## src/rtl/ctu_pkg.sv

```systemverilog
// Notes on behaviour
// - accumulator and temp act as byte or word
// - bank pointer, flags, pointers, pc, sp, status
// - low opcode bits pick bank register
// - byte load copies old low byte, sets NZ
// - word load: upper at address, lower next
// - word store: upper at address, lower next
// - temp word store addressed by accumulator
// - extra pointer word access, upper first
// - indexed address is index plus offset byte
// - only marked flags change; status load all
// - swap exchanges accumulator bytes, nothing else
// - byte exchange low only, word exchange all
// - pointer exchanges swap all sixteen bits
// - bit set/clear: direct address, opcode bit number
// - operand bytes follow written operand order
// - listed cycles, one more where fetch, operand and memory cycles already reach the count
// - word load upper byte from data upper
package ctu_pkg;

    // ---------------------------------------------------------------
    // register widths and reset values
    // ---------------------------------------------------------------
    localparam int          CTU_BANK_PTR_W  = 5;
    localparam logic [15:0] CTU_PC_RESET    = 16'h0000;
    localparam logic [15:0] CTU_SP_RESET    = 16'h0000;
    localparam logic [7:0]  CTU_FLAG_RESET  = 8'h00;
    localparam logic [4:0]  CTU_BANK_RESET  = 5'h00;

    // ---------------------------------------------------------------
    // flag bit positions inside condition_flags
    // ---------------------------------------------------------------
    localparam int CTU_FLAG_C = 0;
    localparam int CTU_FLAG_V = 1;
    localparam int CTU_FLAG_Z = 2;
    localparam int CTU_FLAG_N = 3;

    // ---------------------------------------------------------------
    // register file map on the bus (word offsets in bytes)
    // ---------------------------------------------------------------
    localparam logic [7:0] CTU_OFF_CTRL  = 8'h00;
    localparam logic [7:0] CTU_OFF_STAT  = 8'h04;
    localparam logic [7:0] CTU_OFF_ACC   = 8'h08;
    localparam logic [7:0] CTU_OFF_TEMP  = 8'h0C;
    localparam logic [7:0] CTU_OFF_IDX   = 8'h10;
    localparam logic [7:0] CTU_OFF_EXT   = 8'h14;
    localparam logic [7:0] CTU_OFF_SP    = 8'h18;
    localparam logic [7:0] CTU_OFF_PC    = 8'h1C;
    localparam logic [7:0] CTU_OFF_PSW   = 8'h20;
    localparam int         CTU_CTRL_RUN  = 0;

    // ---------------------------------------------------------------
    // sequencer states
    // ---------------------------------------------------------------
    typedef enum logic [2:0] {
        CTU_FETCH,
        CTU_OPND,
        CTU_MEM_HI,
        CTU_MEM_LO,
        CTU_HOLD
    } ctu_state_t;

    // memory request carried to the memory port
    typedef struct packed {
        logic        req;
        logic        we;
        logic [15:0] addr;
        logic [7:0]  wdata;
    } ctu_mem_req_t;

endpackage

```

## src/rtl/ctu_ahb_regs.sv

```systemverilog
module ctu_ahb_regs
    import ctu_pkg::*;
(
    input  wire logic        sys_clk,    // system clock
    input  wire logic        reset,      // sync reset
    input  wire logic        hsel,       // slave select
    input  wire logic [31:0] haddr,      // address
    input  wire logic [1:0]  htrans,     // transfer type
    input  wire logic        hwrite,     // write
    input  wire logic [2:0]  hsize,      // size
    input  wire logic [31:0] hwdata,     // write data
    input  wire logic        hready,     // bus ready
    output logic      [31:0] hrdata,     // read data
    output logic             hreadyout,  // always ready
    output logic             hresp,      // always okay
    output logic             run_en,     // core run enable
    input  wire logic [31:0] rd_vec [9]  // readable words
);
    logic       wr_pend_q;
    logic [7:0] addr_q;
    logic       run_q;

    assign hreadyout = 1'b1;
    assign hresp     = 1'b0;
    assign run_en    = run_q;

    // capture the address phase
    always_ff @(posedge sys_clk)
    begin
        if (reset)
        begin
            wr_pend_q <= 1'b0;
            addr_q    <= 8'h00;
        end
        else if (hready)
        begin
            wr_pend_q <= hsel && htrans[1] && hwrite;
            addr_q    <= haddr[7:0];
        end
    end

    // control word; only the run bit is writable
    always_ff @(posedge sys_clk)
    begin
        if (reset)
            run_q <= 1'b0;
        else if (wr_pend_q && addr_q == CTU_OFF_CTRL)
            run_q <= hwdata[CTU_CTRL_RUN];
    end

    // read data registered at the address phase, unmapped reads zero
    always_ff @(posedge sys_clk)
    begin
        if (reset)
            hrdata <= 32'h0000_0000;
        else if (hready && hsel && htrans[1] && !hwrite)
        begin
            if (haddr[7:2] < 6'd9 && haddr[1:0] == 2'b00)
                hrdata <= rd_vec[haddr[5:2]];
            else
                hrdata <= 32'h0000_0000;
        end
    end
endmodule

```

## src/rtl/ctu_bank_regs.sv

```systemverilog
module ctu_bank_regs
    import ctu_pkg::*;
#(
    parameter int BANKS = 32
)
(
    input  wire logic                  sys_clk,  // system clock
    input  wire logic [CTU_BANK_PTR_W-1:0] bank,  // bank select
    input  wire logic [2:0]            sel,      // register in bank
    input  wire logic                  we,       // write strobe
    input  wire logic [7:0]            wdata,    // write data
    output logic      [7:0]            rdata     // read data
);
    initial
    begin
        if (BANKS != (1 << CTU_BANK_PTR_W))
            $error("bank count must match pointer width");
    end

    // banked general registers, eight per bank
    logic [7:0] mem [BANKS*8];

    assign rdata = mem[{bank, sel}];

    always_ff @(posedge sys_clk)
    begin
        if (we)
            mem[{bank, sel}] <= wdata;
    end
endmodule

```

## src/rtl/ctu_core.sv

```systemverilog
// Design decisions made here: the placing of the registers and the AHB-Lite slave port.
module ctu_core
    import ctu_pkg::*;
(
    input  wire logic        sys_clk,    // system clock
    input  wire logic        reset,      // sync reset, active high
    input  wire logic        hsel,       // ahb select
    input  wire logic [31:0] haddr,      // ahb address
    input  wire logic [1:0]  htrans,     // ahb transfer type
    input  wire logic        hwrite,     // ahb write
    input  wire logic [2:0]  hsize,      // ahb size
    input  wire logic [31:0] hwdata,     // ahb write data
    input  wire logic        hready,     // ahb ready in
    output logic      [31:0] hrdata,     // ahb read data
    output logic             hreadyout,  // ahb ready out
    output logic             hresp,      // ahb response
    output ctu_pkg::ctu_mem_req_t mem_req, // memory request
    input  wire logic [7:0]  mem_rdata   // memory read data, same cycle
);
    // ---------------------------------------------------------------
    // architectural state
    // ---------------------------------------------------------------
    logic [15:0] acc_q, temp_q, idx_q, ext_q, sp_q, pc_q;
    logic [7:0]  flags_q;                 // condition_flags
    logic [4:0]  bank_q;                  // bank_select_pointer
    logic [7:0]  psw_hi_q;                // upper byte of program_status_word
    logic [7:0]  op_q, opnd1_q, opnd2_q;
    logic [1:0]  opnd_cnt_q;
    logic [15:0] ea_q;
    logic [7:0]  hi_q;
    logic [4:0]  cyc_q;                   // cycles spent in this instruction
    logic [4:0]  cyc_need;
    ctu_state_t  state_q;
    logic        run_en;
    logic [7:0]  bank_rdata;
    logic        bank_we;
    logic [7:0]  bank_wdata;
    logic [31:0] rd_vec [9];
    logic [7:0]  fetch_byte;

    assign fetch_byte = mem_rdata;

    // ---------------------------------------------------------------
    // decode helpers
    // ---------------------------------------------------------------
    // instruction length in bytes
    function automatic logic [1:0] op_len(input logic [7:0] op);
        logic [1:0] n;
        n = 2'd1;
        case (op)
            8'h04, 8'h05, 8'h06, 8'h45, 8'h46, 8'hC5, 8'hC6, 8'hD5, 8'hD6: n = 2'd2;
            8'h60, 8'h61, 8'hC4, 8'hD4, 8'hE4, 8'hE5, 8'hE6, 8'hE7, 8'h85, 8'h86: n = 2'd3;
            8'h87: n = 2'd2;
            default:
            begin
                if (op[7:3] == 5'b10001 || op[7:4] == 4'hA)
                    n = 2'd2;
            end
        endcase
        return n;
    endfunction

    // listed cycle count
    function automatic logic [4:0] op_cycles(input logic [7:0] op);
        logic [4:0] c;
        c = 5'd2;
        case (op)
            8'h45, 8'h47, 8'h05, 8'h92, 8'h07, 8'h82, 8'h43: c = 5'd3;
            8'hF5, 8'hF6, 8'hF7, 8'hE4, 8'hE5, 8'hE6, 8'hE7: c = 5'd3;
            8'h46, 8'h61, 8'h06, 8'h60, 8'h85, 8'h87, 8'hD5, 8'hD7: c = 5'd4;
            8'hC5, 8'h93, 8'hC7, 8'h83: c = 5'd4;
            8'h86, 8'hD6, 8'hD4, 8'hC6, 8'hC4: c = 5'd5;
            default:
            begin
                if (op[7:3] == 5'b01001 || op[7:3] == 5'b00001)
                    c = 5'd3;
                else if (op[7:3] == 5'b10001 || op[7:4] == 4'hA)
                    c = 5'd4;
            end
        endcase
        return c;
    endfunction

    // word access opcodes
    function automatic logic is_word(input logic [7:0] op);
        return op inside {8'hC4, 8'hC5, 8'hC6, 8'hC7, 8'h93, 8'hD4, 8'hD5, 8'hD6, 8'hD7, 8'h83};
    endfunction

    function automatic logic is_store(input logic [7:0] op);
        return op inside {8'h45, 8'h46, 8'h47, 8'h61, 8'h82, 8'h83, 8'hD4, 8'hD5, 8'hD6, 8'hD7,
                          8'h85, 8'h86, 8'h87} || op[7:4] == 4'hA;
    endfunction

    function automatic logic has_mem(input logic [7:0] op);
        return is_word(op) || is_store(op) ||
               op inside {8'h05, 8'h06, 8'h07, 8'h60, 8'h92};
    endfunction

    // effective address from operand bytes, first operand is the high byte of ext
    function automatic logic [15:0] eff_addr(input logic [7:0] op, input logic [7:0] b1,
                                             input logic [7:0] b2);
        logic [15:0] a;
        a = {8'h00, b1};                                    // direct page
        case (op)
            8'h06, 8'h46, 8'h86, 8'hC6, 8'hD6: a = idx_q + {8'h00, b1};
            8'h07, 8'h47, 8'h87, 8'hC7, 8'hD7: a = ext_q;
            8'h60, 8'h61, 8'hC4, 8'hD4: a = {b1, b2};
            8'h92, 8'h93, 8'h82, 8'h83: a = acc_q;
            default: a = {8'h00, b1};
        endcase
        return a;
    endfunction

    // ---------------------------------------------------------------
    // register bus and banked registers
    // ---------------------------------------------------------------
    assign rd_vec[0] = {31'h0, run_en};
    assign rd_vec[1] = {16'h0, bank_q, state_q, flags_q};
    assign rd_vec[2] = {16'h0, acc_q};
    assign rd_vec[3] = {16'h0, temp_q};
    assign rd_vec[4] = {16'h0, idx_q};
    assign rd_vec[5] = {16'h0, ext_q};
    assign rd_vec[6] = {16'h0, sp_q};
    assign rd_vec[7] = {16'h0, pc_q};
    assign rd_vec[8] = {16'h0, psw_hi_q, flags_q};

    ctu_ahb_regs u_regs (
        .sys_clk   (sys_clk),
        .reset     (reset),
        .hsel      (hsel),
        .haddr     (haddr),
        .htrans    (htrans),
        .hwrite    (hwrite),
        .hsize     (hsize),
        .hwdata    (hwdata),
        .hready    (hready),
        .hrdata    (hrdata),
        .hreadyout (hreadyout),
        .hresp     (hresp),
        .run_en    (run_en),
        .rd_vec    (rd_vec)
    );

    ctu_bank_regs #(.BANKS(32)) u_bank (
        .sys_clk (sys_clk),
        .bank    (bank_q),
        .sel     (op_q[2:0]),
        .we      (bank_we),
        .wdata   (bank_wdata),
        .rdata   (bank_rdata)
    );

    // bank writes: MOV Ri,A and MOV Ri,#d8 in their final cycle
    assign bank_we    = state_q == CTU_HOLD && cyc_q + 5'd1 == cyc_need &&
                        (op_q[7:3] == 5'b01001 || op_q[7:3] == 5'b10001);
    assign bank_wdata = op_q[7] ? opnd1_q : acc_q[7:0];

    // ---------------------------------------------------------------
    // memory port: fetch at pc, data at the effective address
    // ---------------------------------------------------------------
    always_comb
    begin
        mem_req = '0;
        case (state_q)
            CTU_FETCH, CTU_OPND:
            begin
                mem_req.req  = run_en;
                mem_req.addr = pc_q;
            end
            CTU_MEM_HI, CTU_MEM_LO:
            begin
                mem_req.req  = 1'b1;
                mem_req.we   = is_store(op_q);
                mem_req.addr = (state_q == CTU_MEM_LO) ? ea_q + 16'd1 : ea_q;
                if (op_q[7:4] == 4'hA)
                    mem_req.addr = ea_q;
                if (op_q == 8'h83)
                    mem_req.wdata = (state_q == CTU_MEM_LO) ? temp_q[7:0] : temp_q[15:8];
                else if (op_q == 8'h82)
                    mem_req.wdata = temp_q[7:0];
                else if (op_q inside {8'h85, 8'h86, 8'h87})
                    mem_req.wdata = op_q == 8'h87 ? opnd1_q : opnd2_q;
                else if (op_q[7:4] == 4'hA)
                    mem_req.wdata = op_q[3] ? (hi_q | (8'h01 << op_q[2:0]))
                                            : (hi_q & ~(8'h01 << op_q[2:0]));
                else if (is_word(op_q))
                    mem_req.wdata = (state_q == CTU_MEM_LO) ? acc_q[7:0] : acc_q[15:8];
                else
                    mem_req.wdata = acc_q[7:0];
                if (op_q[7:4] == 4'hA && state_q == CTU_MEM_HI)
                    mem_req.we = 1'b0;             // read half of read-modify-write
            end
            default: mem_req = '0;
        endcase
    end

    // ---------------------------------------------------------------
    // sequencer
    // ---------------------------------------------------------------
    always_ff @(posedge sys_clk)
    begin
        if (reset)
        begin
            state_q    <= CTU_FETCH;
            pc_q       <= CTU_PC_RESET;
            op_q       <= 8'h00;
            opnd1_q    <= 8'h00;
            opnd2_q    <= 8'h00;
            opnd_cnt_q <= 2'd0;
            ea_q       <= 16'h0000;
            hi_q       <= 8'h00;
            cyc_q      <= 5'd0;
            cyc_need   <= 5'd1;
        end
        else
        begin
            case (state_q)
                CTU_FETCH:
                    if (run_en)
                    begin
                        op_q       <= fetch_byte;
                        pc_q       <= pc_q + 16'd1;
                        cyc_q      <= 5'd1;
                        cyc_need   <= op_cycles(fetch_byte);
                        opnd_cnt_q <= op_len(fetch_byte) - 2'd1;
                        state_q    <= op_len(fetch_byte) > 2'd1 ? CTU_OPND
                                    : has_mem(fetch_byte) ? CTU_MEM_HI : CTU_HOLD;
                    end
                CTU_OPND:
                begin
                    pc_q  <= pc_q + 16'd1;
                    cyc_q <= cyc_q + 5'd1;
                    if (opnd_cnt_q == op_len(op_q) - 2'd1)
                        opnd1_q <= fetch_byte;
                    else
                        opnd2_q <= fetch_byte;
                    opnd_cnt_q <= opnd_cnt_q - 2'd1;
                    if (opnd_cnt_q == 2'd1)
                    begin
                        ea_q    <= eff_addr(op_q, opnd_cnt_q == op_len(op_q) - 2'd1 ? fetch_byte : opnd1_q,
                                            fetch_byte);
                        state_q <= has_mem(op_q) ? CTU_MEM_HI : CTU_HOLD;
                    end
                end
                CTU_MEM_HI:
                begin
                    cyc_q <= cyc_q + 5'd1;
                    hi_q  <= mem_rdata;
                    state_q <= (is_word(op_q) || op_q[7:4] == 4'hA) ? CTU_MEM_LO : CTU_HOLD;
                end
                CTU_MEM_LO:
                begin
                    cyc_q   <= cyc_q + 5'd1;
                    state_q <= CTU_HOLD;
                end
                CTU_HOLD:
                begin
                    cyc_q <= cyc_q + 5'd1;
                    if (cyc_q + 5'd1 >= cyc_need)
                        state_q <= CTU_FETCH;
                end
                default: state_q <= CTU_FETCH;
            endcase
            if (state_q == CTU_FETCH && run_en && has_mem(fetch_byte) && op_len(fetch_byte) == 2'd1)
                ea_q <= eff_addr(fetch_byte, 8'h00, 8'h00);
        end
    end

    // ---------------------------------------------------------------
    // datapath commit on the last cycle of the instruction
    // ---------------------------------------------------------------
    logic        done;
    logic [7:0]  ld_byte;
    logic [15:0] ld_word;
    logic [7:0]  mem_rdata_lo_q;

    assign done    = state_q == CTU_HOLD && cyc_q + 5'd1 >= cyc_need;
    assign ld_byte = op_q == 8'h04 ? opnd1_q : op_q[7:3] == 5'b00001 ? bank_rdata : hi_q;
    assign ld_word = op_q == 8'hE4 ? {opnd1_q, opnd2_q} : {hi_q, mem_rdata_lo_q};

    // lower byte of a word read, kept for the commit cycle
    always_ff @(posedge sys_clk)
    begin
        if (reset)
            mem_rdata_lo_q <= 8'h00;
        else if (state_q == CTU_MEM_LO)
            mem_rdata_lo_q <= mem_rdata;              // lower byte from next address
    end

    // accumulator, temp and pointer updates
    always_ff @(posedge sys_clk)
    begin
        if (reset)
        begin
            acc_q    <= 16'h0000;
            temp_q   <= 16'h0000;
            idx_q    <= 16'h0000;
            ext_q    <= 16'h0000;
            sp_q     <= CTU_SP_RESET;
            flags_q  <= CTU_FLAG_RESET;
            bank_q   <= CTU_BANK_RESET;
            psw_hi_q <= 8'h00;
        end
        else if (done)
        begin
            case (op_q)
                8'h04, 8'h05, 8'h06, 8'h07, 8'h60, 8'h92,
                8'h08, 8'h09, 8'h0A, 8'h0B, 8'h0C, 8'h0D, 8'h0E, 8'h0F:
                begin
                    temp_q[7:0]        <= acc_q[7:0];
                    acc_q[7:0]         <= ld_byte;
                    flags_q[CTU_FLAG_N] <= ld_byte[7];
                    flags_q[CTU_FLAG_Z] <= ld_byte == 8'h00;
                end
                8'hC4, 8'hC5, 8'hC6, 8'hC7, 8'h93, 8'hE4:
                begin
                    temp_q              <= acc_q;
                    acc_q               <= ld_word;
                    flags_q[CTU_FLAG_N] <= ld_word[15];
                    flags_q[CTU_FLAG_Z] <= ld_word == 16'h0000;
                end
                8'h10: acc_q <= {acc_q[7:0], acc_q[15:8]};
                8'h42:
                begin
                    acc_q[7:0]  <= temp_q[7:0];
                    temp_q[7:0] <= acc_q[7:0];
                end
                8'h43:
                begin
                    acc_q  <= temp_q;
                    temp_q <= acc_q;
                end
                8'hF7: begin acc_q <= ext_q; ext_q <= acc_q; end
                8'hF6: begin acc_q <= idx_q; idx_q <= acc_q; end
                8'hF5: begin acc_q <= sp_q;  sp_q  <= acc_q; end
                8'hE3: ext_q <= acc_q;
                8'hE2: idx_q <= acc_q;
                8'hE1: sp_q  <= acc_q;
                8'hF3: acc_q <= ext_q;
                8'hF2: acc_q <= idx_q;
                8'hF1: acc_q <= sp_q;
                8'hF0: acc_q <= pc_q;
                8'hE5: sp_q  <= {opnd1_q, opnd2_q};
                8'hE6: idx_q <= {opnd1_q, opnd2_q};
                8'hE7: ext_q <= {opnd1_q, opnd2_q};
                8'h70: acc_q <= {bank_q, 3'b000, flags_q};
                8'h71:
                begin
                    bank_q   <= acc_q[15:11];
                    psw_hi_q <= acc_q[15:8];
                    flags_q  <= acc_q[7:0];
                end
                default: acc_q <= acc_q;
            endcase
        end
    end
endmodule

```

## config.mk

```make
export PLATFORM = sky130hd
export DESIGN_NAME = ctu_core
export DESIGN_NICKNAME = d
export VERILOG_FILES = /design/src/rtl/ctu_pkg.sv /design/src/rtl/ctu_ahb_regs.sv /design/src/rtl/ctu_bank_regs.sv /design/src/rtl/ctu_core.sv
export SDC_FILE = /design/constraint.sdc
export NUM_CORES = 2
export LEC_CHECK = 0
export BUFFER_PORTS_ARGS = -buffer_cell sky130_fd_sc_hd__buf_2
export CAP_MARGIN = 25
export CORE_MARGIN = 8
export CORE_UTILIZATION = 60
export DETAILED_ROUTE_END_ITERATION = 10
export PLACE_DENSITY = 0.76
export SYNTH_ARGS = -nofsm -noshare
export SYNTH_HDL_FRONTEND = slang
export SYNTH_HIERARCHICAL = 1
export SYNTH_SLANG_ARGS = --single-unit
```

## constraint.sdc

```tcl
create_clock -name sys_clk -period 4.9 [get_ports sys_clk]
set_input_delay 0.245 -clock sys_clk [delete_from_list [all_inputs] [get_ports sys_clk]]
set_output_delay 0.245 -clock sys_clk [all_outputs]
set_load 0.1 [all_outputs]
```

==> Implementation_results.wiki <==
{| class="wikitable"
! Metric !! Value
|-
| Number of failing setup endpoints in the final timing report || 0
|-
| Synthesized flop and latch total || roughly 2300
|-
| Initial standard-cell utilization of the core || 0.604
|-
| CP Max Fanout || 24
|-
| Max H-tree Level || 4
|-
| Combined area of all synthesized cells || 94400 um2
|-
| Transition time of the tightest slew-check pin || 1140 ps
|-
| Switching share of total power || 0.201
|-
| Per-cell via count in the routed design || approximately 7
|-
| Pre-CTS setup slack || 175 ps
|-
| Max-slew headroom || 0.239
|-
| Vertical die dimension || 413 um
|-
| Sum of met2 wire segment lengths after detailed routing || around 120000 um
|-
| Leak pwr || 34.6 nW
|-
| Average instance area after synthesis || 17.3 um2
|-
| Most area-hungry cell type in the Yosys netlist || edfxtp_1
|-
| Count of max-cap constraint violations || 0
|-
| DP HPWL || 147000 um
|-
| Clock slew at reported path FFs || 60 ps
|-
| Hold Vio Cnt, Final || 0
|-
| Critical path capture point type || output pin
|-
| Most common library cell in the layout ignoring fill and taps || edfxtp_1
|-
| Count of vias placed by the detailed router || ~55000
|-
| Highest Clock Rate || 209 MHz
|-
| Post-synthesis cell count || 5443
|-
| Drt wl/cell || 30.8 um
|-
| Routed metal-1 wirelength || 90200 um
|-
| Count of antenna-violating nets left after detailed routing || 0
|-
| Setup repair after global routing missed its margin || true
|-
| Maximum number of pins on one net before global-route repair || 185
|-
| Placeable core area || approximately 160000 um2
|-
| I/O pin count || roughly 140
|-
| Last weighted congestion value of the routability-driven placer || 0.997
|-
| Wire length on met3 || 27700 um
|-
| Most frequent cells in the layout || edfxtp_1, mux4_2, nor2_1, a22oi_1, a21oi_1
|-
| Share of the synthesized area in the top cell type || 0.652
|-
| Yosys warnings || 6
|-
| Number of synthesized flops with an enable pin || 2048
|-
| Number of placement rows || 145
|-
| Cell Chain, Critical Path || buf_6, or4bb_1, o21ai_2, nand3_1, buf_4, mux2i_1, a211oi_1, a211oi_1, a211oi_1, buf_4, buf_2
|-
| Highest layer used for signal routing || met4
|-
| Final non-filler cell total || 8042
|-
| Number of sinks on the clock net || around 2300
|-
| CTS buffer count || 216
|-
| Clock group share of total power || 0.435
|-
| Overall routed net length || 247000 um
|-
| Critical Setup Path Class || flip-flop to output pin
|-
| Quantity of I/O buffers inserted on ports || 80
|-
| Critical Path Most Common Cell || a211oi_1
|-
| Synth top area cells || edfxtp_1, mux4_2, dfxtp_1
|-
| Period utilization || 0.978
|-
| Area overhead of the layout relative to synthesis || 12.4%
|-
| Sum of internal, switching and leakage power || 37.5 mW
|-
| Global-route usage over all layers || 0.288
|-
| Post-synthesis sequential area ratio || 0.699
|-
| CTS Root Buffer Type || clkbuf_16
|-
| Post-Route Skew || 55.3 ps
|-
| Global-route wire length before repair || roughly 360000 um
|-
| Result of the run || completed
|-
| Number of DRC violations after detailed routing || 0
|-
| Insertion delay to the later sink of the worst-skew pair || 870 ps
|-
| Data arrival time of the critical path || 4550 ps
|-
| Die outline area || 170000 um2
|-
| Width of the die || 413 um
|-
| Net count reported at finish || 5895
|-
| Critical Path Source Type || flip-flop
|-
| CTS Buffer Depth || 3
|-
| Post-route setup slack || 107 ps
|-
| Setup repair bufs after CTS || 0
|-
| Count of routing violations after the opening detailed-route iteration || 8047
|-
| Placed insts || 7595
|-
| Final-layout fill cell count || slightly below 10000
|-
| Number of distinct standard cells referenced by the synthesized netlist || 92
|-
| Share of post-route cells with drive strength above 1 || 0.223
|-
| CP max-delay cell || or4bb_1
|-
| Ys flop type || edfxtp_1
|-
| Length of the first detailed-routing pass in iterations || 10
|-
| TritonCTS clock tree || yes
|-
| IR drop worst, VDD || 0.000442 V
|-
| Internal power || 30.0 mW
|-
| Placed Area || 98600 um2
|-
| Antenna violations before repair || 2
|-
| PD cells || 354 nW/um2
|-
| Largest stage delay, worst path || 610 ps
|-
| Switching Power || between 7 and 8 mW
|-
| Hold crit path type || primary input to flip-flop
|-
| Pins Over Slew Limit || 0
|-
| Crit path time final || 4790 ps
|-
| Summed area of non-filler cells in the final layout || roughly 110000 um2
|-
| Vias in the first global route || between 50000 and 60000
|-
| Async SR Flop Fraction || 0
|-
| Global-route congestion overflow total || 0
|-
| Endpoint required time on the critical path || about 4700 ps
|-
| Logic pwr share || 0.011
|-
| Sequential cell fraction of total power || 0.554
|}
==> final cells by class <==
cell class | instances | area [um2] | share of cell area
flip-flops and latches | 2271 | 66000 | 0.622
multi-input cells | 2893 | 27200 | 0.257
clock buffers | 259 | 5610 | 0.0529
repair buffers | 392 | 3280 | 0.0309
well taps | 2058 | 2570 | 0.0243
clock inverters | 146 | 1330 | 0.0125
inverters | 20 | 75.1 | 0.000708
diodes | 3 | 7.51 | 0.0000708
==> logic make-up after synthesis <==
logic type               count (synthesis)  share of synthesized area
AO/OA/AOI/OAI                          956                     0.0686
buffers and inverters                  437                     0.0208
other                                    3                   0.000119
AND/OR/NAND/NOR                        941                     0.0457
XOR/XNOR                                48                    0.00446
flip-flops                            2271                      0.699
adder cells (fa/ha/maj)                 19                    0.00260
multiplexers                           768                      0.159
==> power by group through the flow <==
stage	registers, mW	clock network (mW)	logic [mW]
final	20.8	16.3	0.411
after global routing	20.8	17.2	0.441
after CTS	20.8	16.5	0.400
after detailed placement	21.2	0	0.378
after global placement	21.2	0	0.373
after floorplan	21.2	0	0.294
==> layer usage <==
metal	GRT usage	vias up
met5	0	-
met4	0.122	0
met3	0.0679	637
met2	0.454	3485
met1	0.389	28300
li1	-	22700
==> synthesized netlist by cell type, drive strengths merged, types with 35 or more instances <==
master,count
a211oi,77
a21oi,283
a22oi,322
buf,134
clkbuf,283
dfxtp,223
edfxtp,2048
mux2,35
mux2i,157
mux4,576
nand2,176
nand3,57
nor2,465
nor3,51
o21ai,90
==> worst max-delay path: cells and delay by family, from the launching register on <==
| kind | cells | cell delay, ps |
|---|---|---|
| DFF | 1 | 600 |
| and+or+nand+nor | 2 | 770 |
| muxes | 1 | 130 |
| buffers and inverters | 4 | 1230 |
| AOI/OAI and AO/OA | 4 | 930 |
==> final timing paths <==
path                                        start           endpoint  slack, ps  cells past startpoint
worst min-delay path                     haddr[4]   u_regs/addr_q[4]        230                      4
worst min register to register  mem_rdata_lo_q[6]  mem_rdata_lo_q[6]        480                      2
worst max-delay path                      op_q[0]         mem_req[0]        110                     11
worst max register to register            op_q[0]         flags_q[2]        170                     12
==> stage by stage <==
| stage | setup TNS, ps | hold slack (ps) | util |
|---|---|---|---|
| floorplan | 0 | 389 | - |
| global placement | 0 | 457 | 0.631 |
| detailed placement | 0 | 472 | 0.631 |
| CTS | 0 | 185 | 0.678 |
| global route | -9.11 | 254 | 0.679 |
| finish | 0 | 227 | 0.679 |
==> registers in the layout (all words and copies together), names as in the netlist, 16 cells and up <==
register       flops
ext_q             16
idx_q             16
u_regs/hrdata     32
acc_q             16
pc_q              16
temp_q            16
sp_q              16
ea_q              16
u_bank/mem      2048
==> repair_timing <==
item	4_1_cts	5_1_grt
endpoints found under the hold margin	109	0
pin swaps	0	0
setup endpoints to repair	8	9
hold buffers	33	0
resized for setup	6	5
(Power assumes the default switching activity.)
